===== src/bic_map.svh =====
// register offsets, field positions and timing counts of the interlock sequencer
`ifndef BIC_MAP_SVH
`define BIC_MAP_SVH

`define BIC_ADDR_W 12
`define BIC_A_CTRL 12'h000
`define BIC_A_FUNC 12'h004
`define BIC_A_OFFDLY 12'h008
`define BIC_A_STATUS 12'h00C
`define BIC_A_IRQ_STAT 12'h010
`define BIC_A_IRQ_MASK 12'h014

`define BIC_CTRL_RUN 0
`define BIC_CTRL_LO_RESET 1
`define BIC_FLD_W 4
`define BIC_FN_W 3

`define BIC_IRQ_W 3
`define BIC_IRQ_LOCK 0
`define BIC_IRQ_PROC 1
`define BIC_IRQ_MAIN_OFF 2

`define BIC_ST_PROC_LSB 0
`define BIC_ST_LOCK 3
`define BIC_ST_XCHK 4
`define BIC_ST_FLAME 5
`define BIC_ST_IN_LSB 8
`define BIC_ST_CAUSE_LSB 16

`define BIC_CLK_NS 100
`define BIC_RETAIN_MS 200
`define BIC_RETAIN_CYC ((`BIC_RETAIN_MS * 1000000 + `BIC_CLK_NS - 1) / `BIC_CLK_NS)
`define BIC_TICK_MS 100
`define BIC_TICK_CYC ((`BIC_TICK_MS * 1000000) / `BIC_CLK_NS)
`define BIC_PO_TRIAL_MS 5000
`define BIC_PO_TRIAL_TK (`BIC_PO_TRIAL_MS / `BIC_TICK_MS)
`define BIC_PO_NORM_MS 3000
`define BIC_PO_NORM_TK (`BIC_PO_NORM_MS / `BIC_TICK_MS)
`define BIC_OFFDLY_UNIT_MS 1000
`define BIC_OFFDLY_TK (`BIC_OFFDLY_UNIT_MS / `BIC_TICK_MS)
`define BIC_PURGE_TK_DEF 300
`define BIC_PTRIAL_TK_DEF 50
`define BIC_MTRIAL_TK_DEF 50

`endif


===== src/bic_pkg.sv =====
// types shared by the interlock sequencer modules
package bic_pkg;

  typedef enum logic [2:0] {
    BIC_P_STANDBY = 3'b000,
    BIC_P_PREPURGE = 3'b001,
    BIC_P_PILOT_TRIAL = 3'b010,
    BIC_P_PILOT_ONLY = 3'b011,
    BIC_P_MAIN_TRIAL = 3'b100,
    BIC_P_NORMAL = 3'b101,
    BIC_P_LOCKOUT = 3'b110
  } bic_proc_t;

  typedef enum logic [2:0] {
    BIC_FN_DISABLED = 3'b000,
    BIC_FN_MANUAL_VALVE = 3'b001,
    BIC_FN_MANUAL_LIMIT = 3'b010,
    BIC_FN_PILOT_START = 3'b011,
    BIC_FN_MAIN_START = 3'b100,
    BIC_FN_INTERLOCK = 3'b101
  } bic_fn_t;

  typedef struct packed {
    logic pilot;
    logic igniter;
    logic main;
  } bic_valves_t;

endpackage : bic_pkg


===== src/bic_contact_filter.sv =====
// minimum-retention filter for one field contact
`timescale 1ns/1ps
module bic_contact_filter #(
  parameter int RETAIN_CYC = 2000000
) (
  input wire logic clk_i, // system clock
  input wire logic rst_n_i, // async reset, active low
  input wire logic raw_i, // contact, high = closed
  output logic level_o // accepted contact state
);
  localparam int W = $clog2(RETAIN_CYC + 1);
  logic [W-1:0] cnt_ff;
  logic [W-1:0] nxt_cnt;
  logic level_ff;
  logic nxt_level;

  // a new state is taken only after it stood unbroken for RETAIN_CYC cycles
  always_comb begin
    nxt_level = level_ff;
    nxt_cnt = '0;
    if (raw_i != level_ff) begin
      if (cnt_ff >= W'(RETAIN_CYC - 1)) begin
        nxt_level = raw_i;
      end else begin
        nxt_cnt = cnt_ff + 1'b1;
      end
    end
  end

  always_ff @(posedge clk_i or negedge rst_n_i) begin
    if (!rst_n_i) begin
      cnt_ff <= '0;
      level_ff <= 1'b0;
    end else begin
      cnt_ff <= nxt_cnt;
      level_ff <= nxt_level;
    end
  end

  assign level_o = level_ff;
endmodule : bic_contact_filter


===== src/bic_sequencer.sv =====
// burner input interlock and pilot/main start sequencer with apb registers
//
// Notes on behaviour
// - manual valve closed keeps the unit waiting in standby unless cross-check locks out
// - limit switch open or unset: valve off is normal, valve on locks out
// - limit switch closed: valve off locks out, valve on is normal
// - manual valve open or unset: limit open normal, limit closed locks out
// - manual valve closed: limit open locks out, limit closed is normal
// - a disabled input affects nothing but its own input bit in status
// - contact states count only after standing 0.2 s; field holds them that long
// - control type inputs steer transitions only, never lockout
// - interlock inputs lock out when open longer than their off delay
// - no prepurge until pilot start is asserted; with no input set to pilot start the code treats it as asserted
// - pilot only holds 5 s after pilot trial; main start off then blocks main trial
// - main start off in normal combustion closes main valve, back to pilot only
// - after normal combustion pilot only holds 3 s before main trial
`timescale 1ns/1ps
`include "bic_map.svh"
module bic_sequencer #(
  parameter int N_IN = 4,
  parameter int RETAIN_CYC = `BIC_RETAIN_CYC,
  parameter int TICK_CYC = `BIC_TICK_CYC,
  parameter int PURGE_TK = `BIC_PURGE_TK_DEF,
  parameter int PTRIAL_TK = `BIC_PTRIAL_TK_DEF,
  parameter int MTRIAL_TK = `BIC_MTRIAL_TK_DEF
) (
  input wire logic clk_i, // system clock, 10 MHz
  input wire logic rst_n_i, // async reset, active low
  input wire logic psel, // apb select
  input wire logic penable, // apb enable
  input wire logic pwrite, // apb direction
  input wire logic [`BIC_ADDR_W-1:0] paddr, // apb byte address
  input wire logic [31:0] pwdata, // apb write data
  output logic [31:0] prdata, // apb read data
  output logic pready, // apb ready
  output logic pslverr, // apb error on unmapped address
  input wire logic [N_IN-1:0] contact_i, // field contacts, high = closed
  input wire logic flame_i, // flame detected
  output logic pilot_valve_o, // pilot valve drive
  output logic igniter_o, // igniter drive
  output logic main_valve_o, // main shutoff valve drive
  output logic lockout_o, // lockout latched
  output logic irq_o // interrupt, level
);
  localparam int TW = 16;

  logic tick;
  logic [N_IN-1:0] level;
  logic [N_IN-1:0] il_expired;
  logic [N_IN-1:0] fn_mv, fn_ml, fn_ps, fn_ms;

  // registers
  logic run_ff, nxt_run;
  logic [N_IN*`BIC_FLD_W-1:0] func_ff, nxt_func;
  logic [N_IN*`BIC_FLD_W-1:0] dly_ff, nxt_dly;
  logic [`BIC_IRQ_W-1:0] irq_stat_ff, nxt_irq_stat;
  logic [`BIC_IRQ_W-1:0] irq_mask_ff, nxt_irq_mask;
  logic [31:0] prdata_ff, nxt_prdata;
  logic lo_reset;

  // sequencer state
  bic_pkg::bic_proc_t proc_ff, nxt_proc;
  logic [TW-1:0] tmr_ff, nxt_tmr;
  logic [TW-1:0] po_lim_ff, nxt_po_lim;
  logic [N_IN-1:0] cause_ff, nxt_cause;
  logic xchk_ff, nxt_xchk;
  logic flame_ff, nxt_flame;
  bic_pkg::bic_valves_t valves_ff, nxt_valves;

  bic_tick_gen #(.TICK_CYC(TICK_CYC)) u_tick (
    .clk_i(clk_i),
    .rst_n_i(rst_n_i),
    .tick_o(tick)
  );

  genvar gi;
  generate
    for (gi = 0; gi < N_IN; gi++) begin : g_in
      // eight bits so the longest settable delay (15 x 10 ticks) is not cut
      logic [7:0] off_ff;
      logic [7:0] nxt_off;
      logic [`BIC_FN_W-1:0] fn;
      logic [7:0] dly_tk;

      bic_contact_filter #(.RETAIN_CYC(RETAIN_CYC)) u_filt (
        .clk_i(clk_i),
        .rst_n_i(rst_n_i),
        .raw_i(contact_i[gi]),
        .level_o(level[gi])
      );

      assign fn = func_ff[gi*`BIC_FLD_W +: `BIC_FN_W];
      assign dly_tk = 8'(dly_ff[gi*`BIC_FLD_W +: `BIC_FLD_W] * `BIC_OFFDLY_TK);
      // disabled maps to no function bit at all
      assign fn_mv[gi] = (fn == bic_pkg::BIC_FN_MANUAL_VALVE) && level[gi];
      assign fn_ml[gi] = (fn == bic_pkg::BIC_FN_MANUAL_LIMIT) && level[gi];
      assign fn_ps[gi] = (fn == bic_pkg::BIC_FN_PILOT_START);
      assign fn_ms[gi] = (fn == bic_pkg::BIC_FN_MAIN_START);

      always_comb begin
        nxt_off = 8'h00;
        if (fn == bic_pkg::BIC_FN_INTERLOCK && !level[gi]) begin
          nxt_off = (tick && off_ff != 8'hFF) ? off_ff + 8'h01 : off_ff;
        end
      end

      always_ff @(posedge clk_i or negedge rst_n_i) begin
        if (!rst_n_i) begin
          off_ff <= 8'h00;
        end else begin
          off_ff <= nxt_off;
        end
      end

      // open strictly longer than the set delay
      assign il_expired[gi] = (fn == bic_pkg::BIC_FN_INTERLOCK) && !level[gi]
                              && (off_ff > dly_tk);
    end
  endgenerate

  // start inputs that are not configured do not block the sequence
  logic pstart, mstart, mv_on, ml_on, xchk, lock_req;
  always_comb begin
    pstart = 1'b1;
    mstart = 1'b1;
    for (int i = 0; i < N_IN; i++) begin
      if (fn_ps[i]) begin
        pstart = pstart & level[i];
      end
      if (fn_ms[i]) begin
        mstart = mstart & level[i];
      end
    end
    mv_on = |fn_mv;
    ml_on = |fn_ml;
    // unset partner reads as open, so one xor covers all four pairings
    xchk = mv_on ^ ml_on;
    lock_req = xchk || (|il_expired);
  end

  // apb
  logic acc, wr, rd_setup;
  logic mapped;
  always_comb begin
    acc = psel && penable;
    wr = acc && pwrite;
    rd_setup = psel && !penable && !pwrite;
    mapped = (paddr == `BIC_A_CTRL) || (paddr == `BIC_A_FUNC) || (paddr == `BIC_A_OFFDLY)
             || (paddr == `BIC_A_STATUS) || (paddr == `BIC_A_IRQ_STAT)
             || (paddr == `BIC_A_IRQ_MASK);
  end
  assign pready = 1'b1;
  assign pslverr = acc && !mapped;

  logic [31:0] status;
  always_comb begin
    status = 32'h0000_0000;
    status[`BIC_ST_PROC_LSB +: 3] = proc_ff;
    status[`BIC_ST_LOCK] = (proc_ff == bic_pkg::BIC_P_LOCKOUT);
    status[`BIC_ST_XCHK] = xchk_ff;
    status[`BIC_ST_FLAME] = flame_ff;
    status[`BIC_ST_IN_LSB +: N_IN] = level;
    status[`BIC_ST_CAUSE_LSB +: N_IN] = cause_ff;
  end

  logic ev_lock, ev_proc, ev_main_off;
  always_comb begin
    nxt_run = run_ff;
    nxt_func = func_ff;
    nxt_dly = dly_ff;
    nxt_irq_mask = irq_mask_ff;
    nxt_irq_stat = irq_stat_ff;
    nxt_prdata = prdata_ff;
    lo_reset = 1'b0;
    if (wr) begin
      if (paddr == `BIC_A_CTRL) begin
        nxt_run = pwdata[`BIC_CTRL_RUN];
        lo_reset = pwdata[`BIC_CTRL_LO_RESET];
      end else if (paddr == `BIC_A_FUNC) begin
        nxt_func = pwdata[N_IN*`BIC_FLD_W-1:0];
      end else if (paddr == `BIC_A_OFFDLY) begin
        nxt_dly = pwdata[N_IN*`BIC_FLD_W-1:0];
      end else if (paddr == `BIC_A_IRQ_STAT) begin
        nxt_irq_stat = irq_stat_ff & ~pwdata[`BIC_IRQ_W-1:0];
      end else if (paddr == `BIC_A_IRQ_MASK) begin
        nxt_irq_mask = pwdata[`BIC_IRQ_W-1:0];
      end
    end
    // events set after the clear so a same-cycle event survives
    if (ev_lock) begin
      nxt_irq_stat[`BIC_IRQ_LOCK] = 1'b1;
    end
    if (ev_proc) begin
      nxt_irq_stat[`BIC_IRQ_PROC] = 1'b1;
    end
    if (ev_main_off) begin
      nxt_irq_stat[`BIC_IRQ_MAIN_OFF] = 1'b1;
    end
    if (rd_setup) begin
      if (paddr == `BIC_A_CTRL) begin
        nxt_prdata = 32'(run_ff);
      end else if (paddr == `BIC_A_FUNC) begin
        nxt_prdata = 32'(func_ff);
      end else if (paddr == `BIC_A_OFFDLY) begin
        nxt_prdata = 32'(dly_ff);
      end else if (paddr == `BIC_A_STATUS) begin
        nxt_prdata = status;
      end else if (paddr == `BIC_A_IRQ_STAT) begin
        nxt_prdata = 32'(irq_stat_ff);
      end else if (paddr == `BIC_A_IRQ_MASK) begin
        nxt_prdata = 32'(irq_mask_ff);
      end else begin
        nxt_prdata = 32'h0000_0000;
      end
    end
  end

  always_ff @(posedge clk_i or negedge rst_n_i) begin
    if (!rst_n_i) begin
      run_ff <= 1'b0;
      func_ff <= '0;
      dly_ff <= '0;
      irq_stat_ff <= '0;
      irq_mask_ff <= '0;
      prdata_ff <= 32'h0000_0000;
    end else begin
      run_ff <= nxt_run;
      func_ff <= nxt_func;
      dly_ff <= nxt_dly;
      irq_stat_ff <= nxt_irq_stat;
      irq_mask_ff <= nxt_irq_mask;
      prdata_ff <= nxt_prdata;
    end
  end

  // process sequencing
  always_comb begin
    nxt_proc = proc_ff;
    nxt_po_lim = po_lim_ff;
    nxt_cause = cause_ff;
    nxt_xchk = xchk_ff;
    nxt_flame = flame_ff;
    if (proc_ff == bic_pkg::BIC_P_LOCKOUT) begin
      // latched: only a software reset with causes gone leaves it
      if (lo_reset && !lock_req) begin
        nxt_proc = bic_pkg::BIC_P_STANDBY;
        nxt_cause = '0;
        nxt_xchk = 1'b0;
        nxt_flame = 1'b0;
      end
    end else if (lock_req) begin
      nxt_proc = bic_pkg::BIC_P_LOCKOUT;
      nxt_cause = il_expired;
      nxt_xchk = xchk;
    end else begin
      case (proc_ff)
        bic_pkg::BIC_P_STANDBY: begin
          if (run_ff && pstart && !mv_on) begin
            nxt_proc = bic_pkg::BIC_P_PREPURGE;
          end
        end
        bic_pkg::BIC_P_PREPURGE: begin
          if (!run_ff || !pstart || mv_on) begin
            nxt_proc = bic_pkg::BIC_P_STANDBY;
          end else if (tmr_ff >= TW'(PURGE_TK)) begin
            nxt_proc = bic_pkg::BIC_P_PILOT_TRIAL;
          end
        end
        bic_pkg::BIC_P_PILOT_TRIAL: begin
          if (tmr_ff >= TW'(PTRIAL_TK)) begin
            if (flame_i) begin
              nxt_proc = bic_pkg::BIC_P_PILOT_ONLY;
              nxt_po_lim = TW'(`BIC_PO_TRIAL_TK);
            end else begin
              nxt_proc = bic_pkg::BIC_P_LOCKOUT;
              nxt_flame = 1'b1;
            end
          end
        end
        bic_pkg::BIC_P_PILOT_ONLY: begin
          if (!flame_i) begin
            nxt_proc = bic_pkg::BIC_P_LOCKOUT;
            nxt_flame = 1'b1;
          end else if (!run_ff || !pstart) begin
            nxt_proc = bic_pkg::BIC_P_STANDBY;
          end else if (tmr_ff >= po_lim_ff && mstart) begin
            nxt_proc = bic_pkg::BIC_P_MAIN_TRIAL;
          end
        end
        bic_pkg::BIC_P_MAIN_TRIAL: begin
          // main start dropping here does not cut the trial short
          if (tmr_ff >= TW'(MTRIAL_TK)) begin
            if (flame_i) begin
              nxt_proc = bic_pkg::BIC_P_NORMAL;
            end else begin
              nxt_proc = bic_pkg::BIC_P_LOCKOUT;
              nxt_flame = 1'b1;
            end
          end
        end
        bic_pkg::BIC_P_NORMAL: begin
          if (!flame_i) begin
            nxt_proc = bic_pkg::BIC_P_LOCKOUT;
            nxt_flame = 1'b1;
          end else if (!run_ff || !pstart) begin
            nxt_proc = bic_pkg::BIC_P_STANDBY;
          end else if (!mstart) begin
            nxt_proc = bic_pkg::BIC_P_PILOT_ONLY;
            nxt_po_lim = TW'(`BIC_PO_NORM_TK);
          end
        end
        default: begin
          nxt_proc = bic_pkg::BIC_P_LOCKOUT;
        end
      endcase
    end
    nxt_tmr = (nxt_proc != proc_ff) ? '0
            : ((tick && tmr_ff != {TW{1'b1}}) ? tmr_ff + 1'b1 : tmr_ff);
    nxt_valves.pilot = (nxt_proc == bic_pkg::BIC_P_PILOT_TRIAL)
                       || (nxt_proc == bic_pkg::BIC_P_PILOT_ONLY)
                       || (nxt_proc == bic_pkg::BIC_P_MAIN_TRIAL)
                       || (nxt_proc == bic_pkg::BIC_P_NORMAL);
    nxt_valves.igniter = (nxt_proc == bic_pkg::BIC_P_PILOT_TRIAL);
    nxt_valves.main = (nxt_proc == bic_pkg::BIC_P_MAIN_TRIAL)
                      || (nxt_proc == bic_pkg::BIC_P_NORMAL);
    ev_proc = (nxt_proc != proc_ff);
    ev_lock = ev_proc && (nxt_proc == bic_pkg::BIC_P_LOCKOUT);
    ev_main_off = (proc_ff == bic_pkg::BIC_P_NORMAL)
                  && (nxt_proc == bic_pkg::BIC_P_PILOT_ONLY);
  end

  always_ff @(posedge clk_i or negedge rst_n_i) begin
    if (!rst_n_i) begin
      proc_ff <= bic_pkg::BIC_P_STANDBY;
      tmr_ff <= '0;
      po_lim_ff <= '0;
      cause_ff <= '0;
      xchk_ff <= 1'b0;
      flame_ff <= 1'b0;
      valves_ff <= '0;
    end else begin
      proc_ff <= nxt_proc;
      tmr_ff <= nxt_tmr;
      po_lim_ff <= nxt_po_lim;
      cause_ff <= nxt_cause;
      xchk_ff <= nxt_xchk;
      flame_ff <= nxt_flame;
      valves_ff <= nxt_valves;
    end
  end

  assign prdata = prdata_ff;
  assign pilot_valve_o = valves_ff.pilot;
  assign igniter_o = valves_ff.igniter;
  assign main_valve_o = valves_ff.main;
  assign lockout_o = (proc_ff == bic_pkg::BIC_P_LOCKOUT);
  assign irq_o = |(irq_stat_ff & irq_mask_ff);
endmodule : bic_sequencer


===== src/bic_tick_gen.sv =====
// divider that makes the one-cycle timer tick
`timescale 1ns/1ps
module bic_tick_gen #(
  parameter int TICK_CYC = 1000000
) (
  input wire logic clk_i, // system clock
  input wire logic rst_n_i, // async reset, active low
  output logic tick_o // one-cycle tick pulse
);
  localparam int W = $clog2(TICK_CYC);
  logic [W-1:0] cnt_ff;
  logic [W-1:0] nxt_cnt;
  logic tick_ff;
  logic nxt_tick;

  always_comb begin
    nxt_tick = (cnt_ff == W'(TICK_CYC - 1));
    nxt_cnt = nxt_tick ? '0 : cnt_ff + 1'b1;
  end

  always_ff @(posedge clk_i or negedge rst_n_i) begin
    if (!rst_n_i) begin
      cnt_ff <= '0;
      tick_ff <= 1'b0;
    end else begin
      cnt_ff <= nxt_cnt;
      tick_ff <= nxt_tick;
    end
  end

  assign tick_o = tick_ff;
endmodule : bic_tick_gen


===== config.mk =====
export PLATFORM = sky130hd
export DESIGN_NAME = bic_sequencer
export DESIGN_NICKNAME = d
export VERILOG_FILES = /design/src/bic_pkg.sv /design/src/bic_contact_filter.sv /design/src/bic_sequencer.sv /design/src/bic_tick_gen.sv
export VERILOG_INCLUDE_DIRS = /design/src
export SDC_FILE = /design/constraint.sdc
export NUM_CORES = 1
export LEC_CHECK = 0
export ABC_CLOCK_PERIOD_IN_PS = 3600
export BUFFER_PORTS_ARGS = -buffer_cell sky130_fd_sc_hd__buf_2
export CAP_MARGIN = 20
export CORE_ASPECT_RATIO = 0.75
export CORE_UTILIZATION = 50
export DETAILED_ROUTE_END_ITERATION = 6
export PLACE_DENSITY = 0.71
export SLEW_MARGIN = 20
export SYNTH_ARGS = -nofsm -noshare
export SYNTH_HDL_FRONTEND = slang
export SYNTH_SLANG_ARGS = --single-unit
export TNS_END_PERCENT = 30

===== constraint.sdc =====
create_clock -name clk_i -period 3.6 [get_ports clk_i]
set_clock_uncertainty 0.1 [all_clocks]
set_input_delay 0.36 -clock clk_i [delete_from_list [all_inputs] [get_ports clk_i]]
set_output_delay 0.36 -clock clk_i [all_outputs]
set_load 0.01 [all_outputs]

# After elaboration in Yosys (flattened, before gate mapping)
# Cells that the tools add are included.
# W data, S select, Z words.
# totals
register_bits	256
input_bits	54
out_inout_bits	39
word_cells	304
# classes
n_addsub	10
multipliers	4
n_lt_le_gt_ge	11
n_eq_ne	68
mux	77
n_bitwise	16
n_reduce_logical	87
# op_table
operator	n
$mux W21	8
$mux W16	7
$mux W20	5
$add A21 B1 Y21 const B	4
$ge A21 B21 Y1 const B	4
$mux W3	22
$mux W8	8
$eq A3 B3 Y1 const B	14
$eq A3 B2 Y1 const B	12
$add A8 B1 Y8 const B	4
$gt A8 B8 Y1	4
$logic_and A1 B1 Y1	32
$ne A8 B8 Y1 const B	4
$pmux W16 S2	1
$ne A2 B2 Y1 const B	15
$mul A4 B3 Y7 const B	4
$eq A12 B4 Y1 const B	2
$eq A12 B5 Y1 const B	2
$add A20 B1 Y20 const B	1
$eq A20 B20 Y1 const B	1
$mux W1	20
$pmux W3 S6	1
$reduce_bool A2 Y1	9
$add A16 B1 Y16 const B	1
32 further kinds	88

# Longest topological paths before layout
# depth
word_depth	19
depth_mapped	15
mapped_depth_nobuf	13

# By module
# From an unflattened synthesis, not the netlist that was laid out.
# unflattened
hier_cells	1329
area_unflattened_um2	13056.3
# modules_own_cells
mod	n_inst	cells_per_inst	area_each_um2	seq_area_each_um2
bic_sequencer	1	757	7455.9	3052.9
bic_contact_filter	4	118	1129.8	550.5
bic_tick_gen	1	100	1081.0	525.5

# Least setup slack after synthesis
# OpenSTA, ideal clock, no wires.
# synth_timing
kind	register to register
startpoint	register dly_ff[7]
endpoint	register tmr_ff[7]
setup_ps	69
arrival_time_ps	3788
t_required_ps	3431
path_slack_ps	-356
stages_incl_launch_ff	16
path_buffers	2
synth_period_minus_slack_ps	3956
cell_sequence	dfrtp_1 ha_1 ha_1 fa_1 xnor2_1 ha_1 nand4_1 or4_1 o311ai_1 nand4_4 a311oi_4 xnor2_1 a2111o_1 buf_6 buf_12 nor2_4
# synth_via
elab_chain_len	11
word_cells_on_any_way	13
classes_between	1 x mul; 1 x order compare; 1 x eq/ne; 4 x mux; 6 x reduce/logical
# synth_lines
item	line	rtl
start: declaration	bic_sequencer.sv:55	logic [N_IN*`BIC_FLD_W-1:0] dly_ff, nxt_dly;
start signal: assignment	bic_sequencer.sv:229	dly_ff <= nxt_dly;
$mul A4 B3 Y7 (no line) *	-	
$gt A8 B8 Y1 *	bic_sequencer.sv:117	&& (off_ff > dly_tk);
$logic_and A1 B1 Y1 *	bic_sequencer.sv:117	
$reduce_or A4 Y1 *	bic_sequencer.sv:138	lock_req = xchk || (|il_expired);
$logic_or A1 B1 Y1 *	bic_sequencer.sv:138	
$logic_not A1 Y1	bic_sequencer.sv:245	if (lo_reset && !lock_req) begin
$logic_and A1 B1 Y1	bic_sequencer.sv:245	
$mux W3	bic_sequencer.sv:245	
$mux W3 *	bic_sequencer.sv:243	if (proc_ff == bic_pkg::BIC_P_LOCKOUT) begin
$ne A3 B3 Y1 *	bic_sequencer.sv:317	nxt_tmr = (nxt_proc != proc_ff) ? '0
$mux W16 or $reduce_bool A2 Y1 (tied branches)	-	
end signal: assignment	bic_sequencer.sv:343	tmr_ff <= nxt_tmr;
end: declaration	bic_sequencer.sv:63	logic [TW-1:0] tmr_ff, nxt_tmr;
# Every way passes the cells marked *; elsewhere a longest branch is shown, timed or not.
# A chain may end at the register's enable or synchronous reset.

# Worst setup path in the final report
# layout_timing
startpoint	register dly_ff[7]
endpoint	register irq_stat_ff[0]
# layout_via
elab_chain_len	13
word_cells_on_any_way	20
classes_between	1 x mul; 1 x order compare; 5 x eq/ne; 4 x mux; 9 x reduce/logical
# layout_lines
item	line	rtl
$mul A4 B3 Y7 (no line) *	-	
$gt A8 B8 Y1 *	bic_sequencer.sv:117	
$logic_and A1 B1 Y1 *	bic_sequencer.sv:117	
$reduce_or A4 Y1 *	bic_sequencer.sv:138	
$logic_or A1 B1 Y1 *	bic_sequencer.sv:138	
$logic_not A1 Y1	bic_sequencer.sv:245	
$logic_and A1 B1 Y1	bic_sequencer.sv:245	
$mux W3	bic_sequencer.sv:245	
$mux W3 *	bic_sequencer.sv:243	
$ne A3 B3 Y1 or $eq A3 B3 Y1 (tied branches)	bic_sequencer.sv:326, bic_sequencer.sv:327	
$logic_and A1 B1 Y1 *	bic_sequencer.sv:327	ev_lock = ev_proc && (nxt_proc == bic_pkg::BIC_P_LOCKOUT);
$ne A2 B2 Y1 (no line) or $reduce_bool A2 Y1 (tied branches)	-	
$reduce_and A5 Y1 (no line)	-	
end signal: assignment	bic_sequencer.sv:230	irq_stat_ff <= nxt_irq_stat;
end: declaration	bic_sequencer.sv:56	logic [`BIC_IRQ_W-1:0] irq_stat_ff, nxt_irq_stat;
# Marked as above.

==> summary.txt <==
Die
  – I/O Pins: 93
  – # rows: 49
  – Die X: 184.7 um
  – Initial Util: 51.54%
  – Die ar.: 25,670 um2
  – Core area: 24,280 um2
  – DIE HEIGHT: 139.0 um

Timing
  – Max Freq: 255.2 MHz
  – Final hold vios: 0
  – Count of final setup violators: 26
  – Max Slew Vio Count: 0
  – Period utilization: 108.8%
  – RSZ-0062 raised after global routing: yes
  – Final WS setup: -318.1 ps
  – Worst-Margin Slew: 960.8 ps
  – Rel. slew slack: 35.79%
  – Tmin final: 3918 ps

Clocking
  – # clock sinks: 231
  – CTS tree: built
  – Clock Path Buffers: 3
  – CTS root buf: clkbuf_16
  – CTS buffer count: 24
  – Reg clk slew, reported paths: 60 ps
  – Clk_lat worst skew: 520 ps
  – H-tree levels: 1

Place
  – Placer Congestion: 0.8682
  – Setup WS pre-CTS: -395.5 ps
  – Number of port buffers: 63
  – Hpwl dp: 19,200 um

Detailed routing
  – DRT iter0 DRCs: 649
  – Vias per Instance: 5.464
  – First-pass iteration count of the detailed router: 6
  – Final ANT Viol Nets: 0
  – Final wirelength: 26,710 um
  – Via count: 9,436
  – DRC viols: 0
  – WL/cell: 15.47 um

Critical path
  – Crit-path max FO: 6
  – Critical path capture point type: flip-flop
  – CP Cell Sequence: ha_4 > ha_4 > fa_2 > inv_2 > ha_4 > nand4_1 > or4_4 > o311ai_4 > nand4_4 > a211oi_4 > nand3_1 > a2111o_1 > a22o_1
  – Max incr delay on CP: 570 ps
  – Crit-path leading delay family: adder cells
  – Crit path top cell by count: ha_4
  – Critical path arrival: 4230 ps
  – Worst path slowest cell: a2111o_1
  – Critical path startpoint category: flip-flop
  – CP Buf/Inv Count: 1
  – Setup Crit Path Kind: flip-flop to flip-flop
  – CP Data Required Time: 3910 ps

Final layout
  – Nets: 1,497
  – Layout cells sized above 1: 16.69%
  – Area growth, synth to finish: 16.10%
  – ANT cells: 0

Yosys
  – Simple-gate share of the synthesized area: 21.57%
  – Top cells by area, synth: dfrtp_1, ha_1, xor2_1
  – Syn. warnings: 0
  – Synth Area in Compound Gates: 8.929%
  – Register area share after synthesis: 46.20%
  – Yosys top cell by area: dfrtp_1
  – Post-Synth XOR/XNOR Area: 9.859%
  – Most instantiated cells after synthesis: dfrtp_1, nor2_1, nand2_1
  – Synth cell types: 79
  – Ys flop type: dfrtp_1
  – Asr flop ratio synth: 100.0%
  – Mux cell area share after synthesis: 3.220%
  – Area share of the largest cell type after synthesis: 46.20%
  – Main combinational cell family by area after synthesis: simple AND/OR/NAND/NOR gates
  – Synth Register Bits: 231
  – Post-Synth Adder-Cell Area: 6.739%
  – Syn Inst Count: 1,263
  – Count leader, synth: dfrtp_1
  – EDFF count, synth: 0
  – Mean post-synth cell area: 9.908 um2
  – Mapped cell area: 12,510 um2

Status
  – Status: complete, but fails checks
  – Failing checks: negative setup slack

Pwr
  – Pwr dens: 377.0 nW/um2
  – Pwr Total: 5.477 mW
  – Leak: 6.703 nW
  – Worst vdd rail ir drop: 0.4153 mV

GRT
  – GRT Util Overall: 21.55%
  – Initial antenna violation count: 0
  – Largest net degree at the start of global routing: 87
  – Gr ovfl total: 0
  – Global-route wire length before repair: 45,080 um
  – Vias in the first global route: 9,104

Hold path
  – Hold WC Path Type: input port to flip-flop

Flow run
  – Max cap viols: 0
[logic make-up after synthesis]
group / Yosys count
and+or+nand+nor: 539
other: 2
adders and majority gates: 65
xor gates and xnor gates: 140
DFF: 231
buffers and inverters: 93
AOI/OAI and AO/OA: 157
muxes: 36
[cells in the final DEF (no fill, tap or decap), types with 42 or more instances in the layout]
master     n
xor2_1    78
buf_4     42
nand2_1  123
inv_1     44
xnor2_1   61
ha_1      56
buf_2     62
o21ai_0   42
dfrtp_1  231
nand3_1   56
nor2_1   171
[power breakdown]
part	leakage, nW	total, mW	internal [mW]	switching, mW
logic	3.16	0.240	0.0855	0.154
registers	3.14	2.67	2.63	0.0358
clock network	0.402	2.57	1.50	1.07
total	6.70	5.48	4.22	1.26
[repair_timing]
action,4_1_cts,5_1_grt
pin swaps,10,4
hold buffers,13,1
gates resized for setup,12,5
cloned,0,0
buffers inserted,3,0
hold endpoints to repair,102,1
setup endpoints to repair,32,32
[stage by stage]
stage / instance area, um2 / setup TNS, ps / utilization [%] / hold slack (ps) / std cells
global placement: 13450 / -6254 / 55.39 / 310.3 / 1666
floorplan: 12590 / -2519 / - / -35.59 / 1274
finish: 14530 / -5925 / 59.84 / 19.11 / 1727
CTS: 14500 / -5801 / 59.71 / 1.442 / 1726
global route: 14530 / -10780 / 59.84 / 4.862 / 1727
detailed placement: 13450 / -7733 / 55.39 / 308.8 / 1666
[area by class of cell]
type                       count  area [um2]
clock buffer                  30       674.4
clock inverter                14       155.1
sequential                   231        5781
multi-input combinational    950        6472
inverter                      47       176.4
timing repair buffer         124       854.6
tap                          331       414.1
fill                        2047        9751
[layer usage]
layer  vias to the layer above  track usage [%]  share of wire, %  wire length, um
met4                         0            5.394               2.2              582
met2                       226            32.29                43            11430
met1                      4543            31.89                49            13090
met5                         -                0                 0                0
li1                       4616                -                 -                -
met3                        51            4.254               6.0             1607
[sequential cells by signal (all words and copies together) (netlist names), 3 cells and up]
name / flops
tmr_ff: 16
irq_mask_ff: 3
g_in.off_ff: 32
func_ff: 16
irq_stat_ff: 3
cause_ff: 4
dly_ff: 16
g_in.u_filt.cnt_ff: 84
po_lim_ff: 3
u_tick.cnt_ff: 20
g_in.u_filt.level_o: 4
prdata: 20
proc_ff: 3
[worst paths after layout]
| check | startpoint | end | slack, ps | cells after the start |
|---|---|---|---|---|
| min | contact_i[1] | g_in[1].u_filt.level_o$_DFFE_PN0P_ | 20 | 2 |
| min in group asynchronous | rst_n_i | g_in[0].u_filt.cnt_ff[8]$_DFF_PN0_ | 320 | 2 |
| max in group asynchronous | rst_n_i | g_in[2].u_filt.cnt_ff[4]$_DFF_PN0_ | 2180 | 3 |
| max reg2reg | dly_ff[7]$_DFFE_PN0P_ | irq_stat_ff[0]$_DFFE_PN0P_ | -320 | 13 |
| max | dly_ff[7]$_DFFE_PN0P_ | irq_stat_ff[0]$_DFFE_PN0P_ | -320 | 13 |
| min reg2reg | g_in[3].u_filt.cnt_ff[0]$_DFF_PN0_ | g_in[3].u_filt.cnt_ff[0]$_DFF_PN0_ | 360 | 1 |
Note: power is estimated with default switching activity, not from simulation.
